--- config.mk ---
export PLATFORM = sky130hd
export DESIGN_NAME = pwmtc_core
export DESIGN_NICKNAME = d
export VERILOG_FILES = /design/src/verilog/pwmtc_pkg.sv /design/src/verilog/pwmtc_core.sv
export SDC_FILE = /design/constraint.sdc
export NUM_CORES = 2
export LEC_CHECK = 0
export ABC_AREA = 1
export BUFFER_PORTS_ARGS = -buffer_cell sky130_fd_sc_hd__buf_4
export CAP_MARGIN = 20
export CORE_ASPECT_RATIO = 0.6
export CORE_UTILIZATION = 40
export CTS_BUF_LIST = sky130_fd_sc_hd__clkbuf_4 sky130_fd_sc_hd__clkbuf_8
export CTS_CLUSTER_SIZE = 25
export DETAILED_ROUTE_END_ITERATION = 16
export PLACE_DENSITY_LB_ADDON = 0.12
export REMOVE_ABC_BUFFERS = 1
export SLEW_MARGIN = 5
export SYNTH_ARGS = -nofsm -noshare
export SYNTH_HDL_FRONTEND = slang
export SYNTH_SLANG_ARGS = --single-unit
--- constraint.sdc ---
create_clock -name hclk -period 4.3 [get_ports hclk]
set_input_delay 1.075 -clock hclk [delete_from_list [all_inputs] [get_ports hclk]]
set_output_delay 1.075 -clock hclk [all_outputs]
set_load 0.01 [all_outputs]
--- src/verilog/pwmtc_pkg.sv ---
// What this block does
// - three generators, each counter plus two comparators
// - down mode counts load to zero, reloads
// - up/down mode counts zero to load, back
// - direction low in down mode, toggles otherwise
// - one-cycle pulse when counter equals zero
// - one-cycle pulse when counter equals load
// - down mode load pulse follows zero pulse
// - two comparators pulse when counter equals match
// - up/down matches split by counting direction
// - match above load never pulses
// - two outputs per generator, optional dead band
// - six outputs or three complementary pairs
// - shared polarity and pin enable control
// - zero, load, match events per mode
// - matches coinciding with zero or load ignored
// - per event action: keep, toggle, low, high
// - new load and match values apply at zero
package pwmtc_pkg;

    // sizes
    localparam int unsigned NUM_GEN    = 3;
    localparam int unsigned NUM_OUT    = 6;
    localparam int unsigned CNT_W      = 16;
    localparam int unsigned DB_W       = 12;
    localparam int unsigned ACT_W      = 12;

    // global register byte addresses
    localparam logic [11:0] ADDR_OUT_EN  = 12'h000;
    localparam logic [11:0] ADDR_OUT_INV = 12'h004;

    // per generator offsets inside a 0x40 window, generator g at 0x40*(g+1)
    localparam logic [5:0]  OFS_CTL    = 6'h00;
    localparam logic [5:0]  OFS_LOAD   = 6'h04;
    localparam logic [5:0]  OFS_COUNT  = 6'h08;
    localparam logic [5:0]  OFS_CMPA   = 6'h0C;
    localparam logic [5:0]  OFS_CMPB   = 6'h10;
    localparam logic [5:0]  OFS_GENA   = 6'h14;
    localparam logic [5:0]  OFS_GENB   = 6'h18;
    localparam logic [5:0]  OFS_DBRISE = 6'h1C;
    localparam logic [5:0]  OFS_DBFALL = 6'h20;

    // control field positions and count direction bit
    localparam int unsigned CTL_RUN_BIT    = 0;
    localparam int unsigned CTL_UPDOWN_BIT = 1;
    localparam int unsigned CTL_DBEN_BIT   = 2;
    localparam int unsigned COUNT_DIR_BIT  = 16;

    // action field positions, two bits each
    localparam int unsigned ACT_ZERO_POS = 0;
    localparam int unsigned ACT_LOAD_POS = 2;
    localparam int unsigned ACT_AUP_POS  = 4;
    localparam int unsigned ACT_ADN_POS  = 6;
    localparam int unsigned ACT_BUP_POS  = 8;
    localparam int unsigned ACT_BDN_POS  = 10;

    // values after reset
    localparam logic [CNT_W-1:0]   RST_CNT     = 16'h0000;
    localparam logic               RST_DIR     = 1'b1;
    localparam logic [CNT_W-1:0]   RST_LOAD    = 16'h0000;
    localparam logic [CNT_W-1:0]   RST_CMP     = 16'h0000;
    localparam logic [ACT_W-1:0]   RST_ACT     = 12'h000;
    localparam logic [DB_W-1:0]    RST_DB      = 12'h000;
    localparam logic [NUM_OUT-1:0] RST_OUT_EN  = 6'h00;
    localparam logic [NUM_OUT-1:0] RST_OUT_INV = 6'h00;

    // per event output action
    typedef enum logic [1:0] {
        PWMTC_ACT_KEEP   = 2'h0,
        PWMTC_ACT_TOGGLE = 2'h1,
        PWMTC_ACT_LOW    = 2'h2,
        PWMTC_ACT_HIGH   = 2'h3
    } pwmtc_act_e;

    typedef struct packed {
        logic db_en;
        logic updown;
        logic run;
    } pwmtc_cfg_s;

    typedef struct packed {
        logic zero;
        logic load;
        logic a_up;
        logic a_dn;
        logic b_up;
        logic b_dn;
    } pwmtc_evt_s;

endpackage
--- src/verilog/pwmtc_core.sv ---
// The AHB-Lite slave port and the register offsets were left to the implementer.
`timescale 1ns/10ps
module pwmtc_core #(
    parameter int unsigned CNT_W = pwmtc_pkg::CNT_W,
    parameter int unsigned DB_W  = pwmtc_pkg::DB_W
) (
    // clock and reset
    input  wire logic        hclk,
    input  wire logic        hresetn,
    // ahb-lite slave
    input  wire logic        hsel,
    input  wire logic [31:0] haddr,
    input  wire logic [1:0]  htrans,
    input  wire logic        hwrite,
    input  wire logic [2:0]  hsize,
    input  wire logic [31:0] hwdata,
    input  wire logic        hready,
    output logic      [31:0] hrdata,
    output logic             hreadyout,
    output logic             hresp,
    // generator outputs to the power stage
    output logic      [5:0]  pwm_out
);

    localparam int unsigned NG = pwmtc_pkg::NUM_GEN;
    localparam int unsigned NO = pwmtc_pkg::NUM_OUT;

    // applies one two-bit action to a signal level
    function automatic logic act_apply(input logic cur, input logic [1:0] act);
        logic res;
        res = cur;
        case (pwmtc_pkg::pwmtc_act_e'(act))
            pwmtc_pkg::PWMTC_ACT_KEEP:   res = cur;
            pwmtc_pkg::PWMTC_ACT_TOGGLE: res = ~cur;
            pwmtc_pkg::PWMTC_ACT_LOW:    res = 1'b0;
            pwmtc_pkg::PWMTC_ACT_HIGH:   res = 1'b1;
            default:                     res = cur;
        endcase
        return res;
    endfunction

    // next level of one output from its action word and the events
    function automatic logic out_next(input logic                  cur,
                                      input logic [11:0]           acts,
                                      input pwmtc_pkg::pwmtc_evt_s ev,
                                      input logic                  own_b);
        logic v;
        logic a_ev;
        logic b_ev;
        v    = cur;
        a_ev = ev.a_up | ev.a_dn;
        b_ev = ev.b_up | ev.b_dn;
        if (ev.zero) begin
            v = act_apply(v, acts[pwmtc_pkg::ACT_ZERO_POS +: 2]);
        end
        if (ev.load) begin
            v = act_apply(v, acts[pwmtc_pkg::ACT_LOAD_POS +: 2]);
        end
        // on coinciding matches each output follows only its own comparator
        if (a_ev && !(own_b && b_ev)) begin
            v = act_apply(v, ev.a_up ? acts[pwmtc_pkg::ACT_AUP_POS +: 2]
                                     : acts[pwmtc_pkg::ACT_ADN_POS +: 2]);
        end else if (b_ev) begin
            v = act_apply(v, ev.b_up ? acts[pwmtc_pkg::ACT_BUP_POS +: 2]
                                     : acts[pwmtc_pkg::ACT_BDN_POS +: 2]);
        end
        return v;
    endfunction

    // bus side and shared output state
    logic              ap_valid;
    logic              wr_pend_ff;
    logic [11:0]       wr_addr_ff;
    logic [31:0]       hrdata_ff;
    logic              hreadyout_ff;
    logic              hresp_ff;
    logic [NO-1:0]     out_en_ff;
    logic [NO-1:0]     out_inv_ff;
    logic [NO-1:0]     pwm_out_ff;
    logic [NO-1:0]     gen_level;
    logic [31:0]       gen_rd [NG];
    logic [31:0]       rd_word;
    logic [1:0]        rd_gsel;

    // address phase taken when selected, active and bus ready
    assign ap_valid = hsel & htrans[1] & hready;

    // data phase bookkeeping, slave ready with okay in every cycle after reset
    always_ff @(posedge hclk or negedge hresetn) begin
        if (!hresetn) begin
            wr_pend_ff   <= 1'b0;
            wr_addr_ff   <= 12'h000;
            hreadyout_ff <= 1'b0;
            hresp_ff     <= 1'b0;
        end else begin
            wr_pend_ff   <= ap_valid & hwrite
                            & (haddr[31:12] == 20'h0_0000); // unmapped writes dropped
            if (ap_valid) begin
                wr_addr_ff <= haddr[11:0];
            end
            hreadyout_ff <= 1'b1;
            hresp_ff     <= 1'b0;
        end
    end

    // read mux from the address phase, unmapped reads give zero
    assign rd_gsel = haddr[7:6] - 2'h1;
    always_comb begin
        rd_word = 32'h0000_0000;
        if (haddr[31:8] == 24'h00_0000) begin
            if (haddr[7:6] != 2'h0) begin
                if (rd_gsel < 2'(NG)) begin
                    rd_word = gen_rd[rd_gsel];
                end
            end else if (haddr[11:0] == pwmtc_pkg::ADDR_OUT_EN) begin
                rd_word = {26'h000_0000, out_en_ff};
            end else if (haddr[11:0] == pwmtc_pkg::ADDR_OUT_INV) begin
                rd_word = {26'h000_0000, out_inv_ff};
            end
        end
    end

    // read data registered so it stands through the data phase
    always_ff @(posedge hclk or negedge hresetn) begin
        if (!hresetn) begin
            hrdata_ff <= 32'h0000_0000;
        end else if (ap_valid && !hwrite) begin
            hrdata_ff <= rd_word;
        end
    end

    // shared output control registers
    always_ff @(posedge hclk or negedge hresetn) begin
        if (!hresetn) begin
            out_en_ff  <= pwmtc_pkg::RST_OUT_EN;
            out_inv_ff <= pwmtc_pkg::RST_OUT_INV;
        end else if (wr_pend_ff) begin
            if (wr_addr_ff == pwmtc_pkg::ADDR_OUT_EN) begin
                out_en_ff <= hwdata[NO-1:0];
            end
            if (wr_addr_ff == pwmtc_pkg::ADDR_OUT_INV) begin
                out_inv_ff <= hwdata[NO-1:0];
            end
        end
    end

    // polarity and pin enable on all six outputs
    always_ff @(posedge hclk or negedge hresetn) begin
        if (!hresetn) begin
            pwm_out_ff <= 6'h00;
        end else begin
            pwm_out_ff <= (gen_level ^ out_inv_ff) & out_en_ff;
        end
    end

    // ports straight from their flip-flops
    assign pwm_out   = pwm_out_ff;
    assign hrdata    = hrdata_ff;
    assign hreadyout = hreadyout_ff;
    assign hresp     = hresp_ff;

    // three identical generators
    for (genvar g = 0; g < NG; g++) begin : gen_blk
        // software copies and active copies
        pwmtc_pkg::pwmtc_cfg_s  cfg_ff;
        logic [CNT_W-1:0]       load_sh_ff;
        logic [CNT_W-1:0]       cmpa_sh_ff;
        logic [CNT_W-1:0]       cmpb_sh_ff;
        logic [CNT_W-1:0]       load_ff;
        logic [CNT_W-1:0]       cmpa_ff;
        logic [CNT_W-1:0]       cmpb_ff;
        logic [11:0]            gena_ff;
        logic [11:0]            genb_ff;
        logic [DB_W-1:0]        dbr_ff;
        logic [DB_W-1:0]        dbf_ff;
        // counter state, raw levels and dead-band counts
        logic [CNT_W-1:0]       cnt_ff;
        logic                   dir_ff;
        logic                   raw_a_ff;
        logic                   raw_b_ff;
        logic [DB_W-1:0]        dba_ff;
        logic [DB_W-1:0]        dbb_ff;
        // decode and event wires
        logic                   sel_wr;
        logic                   dir_eff;
        logic                   match_a;
        logic                   match_b;
        logic                   db_a;
        logic                   db_b;
        pwmtc_pkg::pwmtc_evt_s  ev;

        // each generator owns a 0x40 window above the shared registers
        assign sel_wr = wr_pend_ff && (wr_addr_ff[11:8] == 4'h0)
                        && (wr_addr_ff[7:6] == 2'(g + 1));

        // software writes land in the shadow copies for load and matches, directly in control, actions and dead band
        always_ff @(posedge hclk or negedge hresetn) begin
            if (!hresetn) begin
                cfg_ff     <= '0;
                load_sh_ff <= CNT_W'(pwmtc_pkg::RST_LOAD);
                cmpa_sh_ff <= CNT_W'(pwmtc_pkg::RST_CMP);
                cmpb_sh_ff <= CNT_W'(pwmtc_pkg::RST_CMP);
                gena_ff    <= pwmtc_pkg::RST_ACT;
                genb_ff    <= pwmtc_pkg::RST_ACT;
                dbr_ff     <= DB_W'(pwmtc_pkg::RST_DB);
                dbf_ff     <= DB_W'(pwmtc_pkg::RST_DB);
            end else if (sel_wr) begin
                case (wr_addr_ff[5:0])
                    pwmtc_pkg::OFS_CTL: begin
                        cfg_ff.run    <= hwdata[pwmtc_pkg::CTL_RUN_BIT];
                        cfg_ff.updown <= hwdata[pwmtc_pkg::CTL_UPDOWN_BIT];
                        cfg_ff.db_en  <= hwdata[pwmtc_pkg::CTL_DBEN_BIT];
                    end
                    pwmtc_pkg::OFS_LOAD:   load_sh_ff <= hwdata[CNT_W-1:0];
                    pwmtc_pkg::OFS_CMPA:   cmpa_sh_ff <= hwdata[CNT_W-1:0];
                    pwmtc_pkg::OFS_CMPB:   cmpb_sh_ff <= hwdata[CNT_W-1:0];
                    pwmtc_pkg::OFS_GENA:   gena_ff    <= hwdata[11:0];
                    pwmtc_pkg::OFS_GENB:   genb_ff    <= hwdata[11:0];
                    pwmtc_pkg::OFS_DBRISE: dbr_ff     <= hwdata[DB_W-1:0];
                    pwmtc_pkg::OFS_DBFALL: dbf_ff     <= hwdata[DB_W-1:0];
                    default: begin
                    end
                endcase
            end
        end

        // events; matches above load can never equal the counter
        assign dir_eff = cfg_ff.updown & dir_ff;
        assign ev.zero = cfg_ff.run && (cnt_ff == '0);
        assign ev.load = cfg_ff.run && (cnt_ff == load_ff);
        assign match_a = cfg_ff.run && (cnt_ff == cmpa_ff) && (cmpa_ff <= load_ff);
        assign match_b = cfg_ff.run && (cnt_ff == cmpb_ff) && (cmpb_ff <= load_ff);
        assign ev.a_up = match_a & dir_eff & ~ev.zero & ~ev.load;
        assign ev.a_dn = match_a & ~dir_eff & ~ev.zero & ~ev.load;
        assign ev.b_up = match_b & dir_eff & ~ev.zero & ~ev.load;
        assign ev.b_dn = match_b & ~dir_eff & ~ev.zero & ~ev.load;

        // active copies follow the shadows only when the count is zero
        always_ff @(posedge hclk or negedge hresetn) begin
            if (!hresetn) begin
                load_ff <= CNT_W'(pwmtc_pkg::RST_LOAD);
                cmpa_ff <= CNT_W'(pwmtc_pkg::RST_CMP);
                cmpb_ff <= CNT_W'(pwmtc_pkg::RST_CMP);
            end else if (cnt_ff == '0) begin
                load_ff <= load_sh_ff;
                cmpa_ff <= cmpa_sh_ff;
                cmpb_ff <= cmpb_sh_ff;
            end
        end

        // counter and direction, one step per cycle while running
        always_ff @(posedge hclk or negedge hresetn) begin
            if (!hresetn) begin
                cnt_ff <= CNT_W'(pwmtc_pkg::RST_CNT);
                dir_ff <= pwmtc_pkg::RST_DIR;
            end else if (!cfg_ff.run) begin
                cnt_ff <= cnt_ff;
            end else if (!cfg_ff.updown) begin
                dir_ff <= 1'b0;
                if (cnt_ff == '0) begin
                    cnt_ff <= load_sh_ff;
                end else begin
                    cnt_ff <= cnt_ff - 1'b1;
                end
            end else if (dir_ff) begin
                if (cnt_ff >= load_ff) begin
                    dir_ff <= 1'b0;
                    if (cnt_ff != '0) begin
                        cnt_ff <= cnt_ff - 1'b1;
                    end
                end else begin
                    cnt_ff <= cnt_ff + 1'b1;
                end
            end else if (cnt_ff == '0) begin
                dir_ff <= 1'b1;
                if (load_sh_ff != '0) begin
                    cnt_ff <= cnt_ff + 1'b1;
                end
            end else begin
                cnt_ff <= cnt_ff - 1'b1;
            end
        end

        // two raw signals sharing the counter
        always_ff @(posedge hclk or negedge hresetn) begin
            if (!hresetn) begin
                raw_a_ff <= 1'b0;
                raw_b_ff <= 1'b0;
            end else begin
                raw_a_ff <= out_next(raw_a_ff, gena_ff, ev, 1'b0);
                raw_b_ff <= out_next(raw_b_ff, genb_ff, ev, 1'b1);
            end
        end

        // dead band: rising edges delayed, second output from inverted first
        always_ff @(posedge hclk or negedge hresetn) begin
            if (!hresetn) begin
                dba_ff <= '0;
                dbb_ff <= '0;
            end else begin
                // rise delay of the first output
                if (!raw_a_ff) begin
                    dba_ff <= '0;
                end else if (dba_ff != dbr_ff) begin
                    dba_ff <= dba_ff + 1'b1;
                end
                // rise delay of the complementary output
                if (raw_a_ff) begin
                    dbb_ff <= '0;
                end else if (dbb_ff != dbf_ff) begin
                    dbb_ff <= dbb_ff + 1'b1;
                end
            end
        end

        // dead-band result or raw level per output
        assign db_a = raw_a_ff & (dba_ff == dbr_ff);
        assign db_b = ~raw_a_ff & (dbb_ff == dbf_ff);
        assign gen_level[2*g]     = cfg_ff.db_en ? db_a : raw_a_ff;
        assign gen_level[2*g + 1] = cfg_ff.db_en ? db_b : raw_b_ff;

        // register readback for this generator
        always_comb begin
            gen_rd[g] = 32'h0000_0000;
            case (haddr[5:0])
                pwmtc_pkg::OFS_CTL:    gen_rd[g] = {29'h0000_0000, cfg_ff};
                pwmtc_pkg::OFS_LOAD:   gen_rd[g] = 32'(load_sh_ff);
                pwmtc_pkg::OFS_COUNT: begin
                    gen_rd[g] = 32'(cnt_ff);
                    gen_rd[g][pwmtc_pkg::COUNT_DIR_BIT] = dir_eff;
                end
                pwmtc_pkg::OFS_CMPA:   gen_rd[g] = 32'(cmpa_sh_ff);
                pwmtc_pkg::OFS_CMPB:   gen_rd[g] = 32'(cmpb_sh_ff);
                pwmtc_pkg::OFS_GENA:   gen_rd[g] = {20'h0_0000, gena_ff};
                pwmtc_pkg::OFS_GENB:   gen_rd[g] = {20'h0_0000, genb_ff};
                pwmtc_pkg::OFS_DBRISE: gen_rd[g] = 32'(dbr_ff);
                pwmtc_pkg::OFS_DBFALL: gen_rd[g] = 32'(dbf_ff);
                default:               gen_rd[g] = 32'h0000_0000;
            endcase
        end
    end

endmodule

==> results.sh <==
export IMPL_antenna_found_initial=8
export IMPL_area_delta_synth_final_pct=11.3
export IMPL_synth_mux_area_frac=0.00146
export IMPL_rsz0062_at_grt="false"
export IMPL_worstPathRequired_ns=5.05
export IMPL_path_class="flip-flop to flip-flop"
export IMPL_hold_ws_ns=0.265
export IMPL_path_cells="inv_1, ha_1, nand2_1, nor2_2, nand2_2, inv_2, nand4_1, nand3_1, buf_4, inv_1, nand2_1, nor2_1, nor2_1"
export IMPL_cts_sinks=619
export IMPL_grt_usage=0.321
export IMPL_fin_crit_sh=0.774
export IMPL_grt_overflow=0
export IMPL_period_minus_slack_ns=3.33
export IMPL_worstSetupStartpoint="gen_blk[0].cnt_ff[1]"
export IMPL_ff2ff_path_depth=13
export IMPL_ys_warn_count=0
export IMPL_final_max_slew_viol_count=0
export IMPL_drt_total_wl_mm=153
export IMPL_drc=0
export IMPL_critPathArrivalTime_ns=4.08
export IMPL_drt_pass1_iterations=6
export IMPL_ys_types=62
export IMPL_cts_buffers=100
export IMPL_clockRootBuffer="clkbuf_8"
export IMPL_syn_area_per_cell_um2=7.29
export IMPL_power_leakage_nw=22.1
export IMPL_synth_area_leaders="dfrtp_1 41%, nand2_1 15%, o21ai_0 8.4%"
export IMPL_yosys_register_bits=619
export IMPL_r2r_slack_ns=0.97
export IMPL_critPathMaxStageDelay_ns=0.52
export IMPL_worst_slew_pin_slew_ns=1.08
export IMPL_yosys_area_top_type="dfrtp_1"
export IMPL_worstSetupEndpointType="flip-flop"
export IMPL_synthAdderAreaFrac=0.0520
export IMPL_hold_violations=0
export IMPL_viasPerCell=5.59
export IMPL_critPathSlowestCell="dfrtp_1"
export IMPL_grt_first_pass_wirelength_mm=225
export IMPL_dpl_instance_area_um2=39700
export IMPL_fp_row_count=86
export IMPL_dp_hpwl_mm=115
export IMPL_synth_top_family_by_area="simple AND/OR/NAND/NOR gates"
export IMPL_cts_tree="yes"
export IMPL_synth_xor_area_frac=0.0330
export IMPL_gp_congestion=1.02
export IMPL_cp_max_fo=24
export IMPL_drive_gt1_frac=0.0870
export IMPL_async_reset_ff_frac=1.00
export IMPL_cts_resized=0
export IMPL_synth_edff_count=0
export IMPL_clockBufferDepth=3
export IMPL_io_buffers=77
export IMPL_dieArea_um2=95600
export IMPL_ys_flop_type="dfrtp_1"
export IMPL_hold_path_class="primary input to async pin"
export IMPL_setup_viol=0
export IMPL_grt_max_degree=90
export IMPL_ir_drop_v=0.000218
export IMPL_wl_per_cell_um=23.3
export IMPL_fin_area_um2=42000
export IMPL_synth_top_area_frac=0.408
export IMPL_num_vias=36600
export IMPL_p_per_area_nw_per_um2=294
export IMPL_status="finished, final reports clean"
export IMPL_clk_latency_ns=0.84
export IMPL_initial_utilization=0.407
export IMPL_drt_iter0_drc=4842
export IMPL_max_cap_viol_count=0
export IMPL_startpoint_type="flip-flop"
export IMPL_clk_pin_slew_worst_paths_ns=0.07
export IMPL_cts_htree_levels=3
export IMPL_finalClockSkew_ns=0.0553
export IMPL_syn_cell_area_um2=37700
export IMPL_yosys_area_share_simple=0.274
export IMPL_ios=114
export IMPL_maxSlewHeadroom=0.276
export IMPL_timing_fmax_mhz=300
export IMPL_core_um2=92600
export IMPL_dieWidth_um=399
export IMPL_yosysSeqAreaShare=0.411
export IMPL_nets=5478
export IMPL_drtAntennaViolNets=0
export IMPL_r2r_start="gen_blk[0].cnt_ff[1]"
export IMPL_fp_dieH_um=240
export IMPL_fin_setup_tns_ns=0
export IMPL_cts_setup_buffers=0
export IMPL_synthesis_instances=5177
export IMPL_ctsHoldBuffers=0
export IMPL_grt_pass1_vias=32600
export IMPL_synth_compound_area_frac=0.145
## area by class of cell
type,instances,area (µm²)
diodes,5,12.5
clock buffers,154,1980
clock inverters,25,280
fillers,9537,50700
inverters,554,2080
multi-input cells,3792,19200
flip-flops and latches,619,15500
well taps,1232,1540
repair buffers,180,1450
## where the power goes
part	switching [mW]	internal, mW
combinational	0.434	0.125
clock	2.69	3.24
sequential	0.0196	5.84
total	3.15	9.21
## sequential cells by signal, indices dropped and copies added (netlist names), 48 cells and up
name and count:
gen_blk.cmpa_ff 48, gen_blk.load_ff 48, gen_blk.cmpb_sh_ff 48, gen_blk.cmpb_ff 48, gen_blk.load_sh_ff 48, gen_blk.cmpa_sh_ff 48, gen_blk.cnt_ff 48
## routing by layer
metal / wire [µm] / part of all wire / vias to the layer above / global-route usage
met1: 75500 / 0.49 / 17500 / 0.528
met4: 2560 / 0.017 / 0 / 0.0637
met5: 0 / 0 / - / 0
met3: 19400 / 0.13 / 175 / 0.0884
met2: 55600 / 0.36 / 1918 / 0.398
li1: - / - / 17100 / -
## worst paths after layout
| path | end |
|---|---|
| max in group asynchronous | gen_blk[2].load_ff[10] |
| min in group hclk | gen_blk[1].cmpa_ff[4] |
| setup reg to reg | gen_blk[0].cnt_ff[8] |
| hold reg to reg | gen_blk[1].cmpa_ff[4] |
| setup / recovery | gen_blk[0].cnt_ff[8] |
| hold / removal | gen_blk[1].load_ff[10] |
## cell usage after synthesis, types with 23 or more instances
| library cell | count |
|---|---|
| a21oi_1 | 214 |
| a221oi_1 | 23 |
| buf_2 | 57 |
| clkbuf_1 | 130 |
| dfrtp_1 | 616 |
| ha_1 | 157 |
| inv_1 | 524 |
| nand2_1 | 1511 |
| nand3_1 | 258 |
| nand4_1 | 113 |
| nor2_1 | 367 |
| nor3_1 | 85 |
| o21ai_0 | 633 |
| o21ai_1 | 34 |
| o22ai_1 | 48 |
| xor2_1 | 124 |
## kinds of logic after synthesis
kind of cell | count (synthesis)
multiplexers | 5
buffers and inverters | 781
flip-flops | 619
adder cells (fa/ha/maj) | 157
XOR/XNOR | 142
AO/OA/AOI/OAI | 1025
other | 2
AND/OR/NAND/NOR | 2446
## cells in the final DEF (no fill, tap or decap), types with 9 or more instances in the layout
cell type,synthesis,routed
nand2_1,1511,1511
o21ai_0,633,633
dfrtp_1,616,616
inv_1,524,519
nor2_1,367,365
nand3_1,258,258
a21oi_1,214,214
buf_4,20,172
ha_1,157,157
clkbuf_8,0,132
xor2_1,124,124
nand4_1,113,113
nor3_1,85,85
o22ai_1,48,48
o21ai_1,34,34
a221oi_1,23,23
clkbuf_4,0,22
or2_2,20,20
nor2_2,19,20
inv_2,18,20
xnor2_1,18,18
conb_1,2,17
nor4_1,16,16
clkinv_2,1,15
a22oi_1,15,15
clkinv_1,11,14
nand3b_1,9,9
nand2_2,9,9
o21bai_1,9,9
o211ai_1,9,9
## stage by stage
step                      power, mW  worst slack (ns)  std cells  utilization
after floorplan                6.14             0.615       4965            -
after global placement         6.52             0.764       6377        0.429
after detailed placement       6.52             0.787       6377        0.429
after CTS                      12.4              1.11       6556        0.453
after global routing           12.8             0.839       6560        0.453
final                          12.4             0.971       6561        0.453
## critical path, delay by kind of cell (launching register included)
| family | cells | cell delay [ns] |
|---|---|---|
| adder cells (fa/ha/maj) | 1 | 0.32 |
| flip-flops | 1 | 0.52 |
| buffers and inverters | 4 | 1.30 |
| AND/OR/NAND/NOR | 8 | 1.09 |
Power figures use the tool's default switching activity.
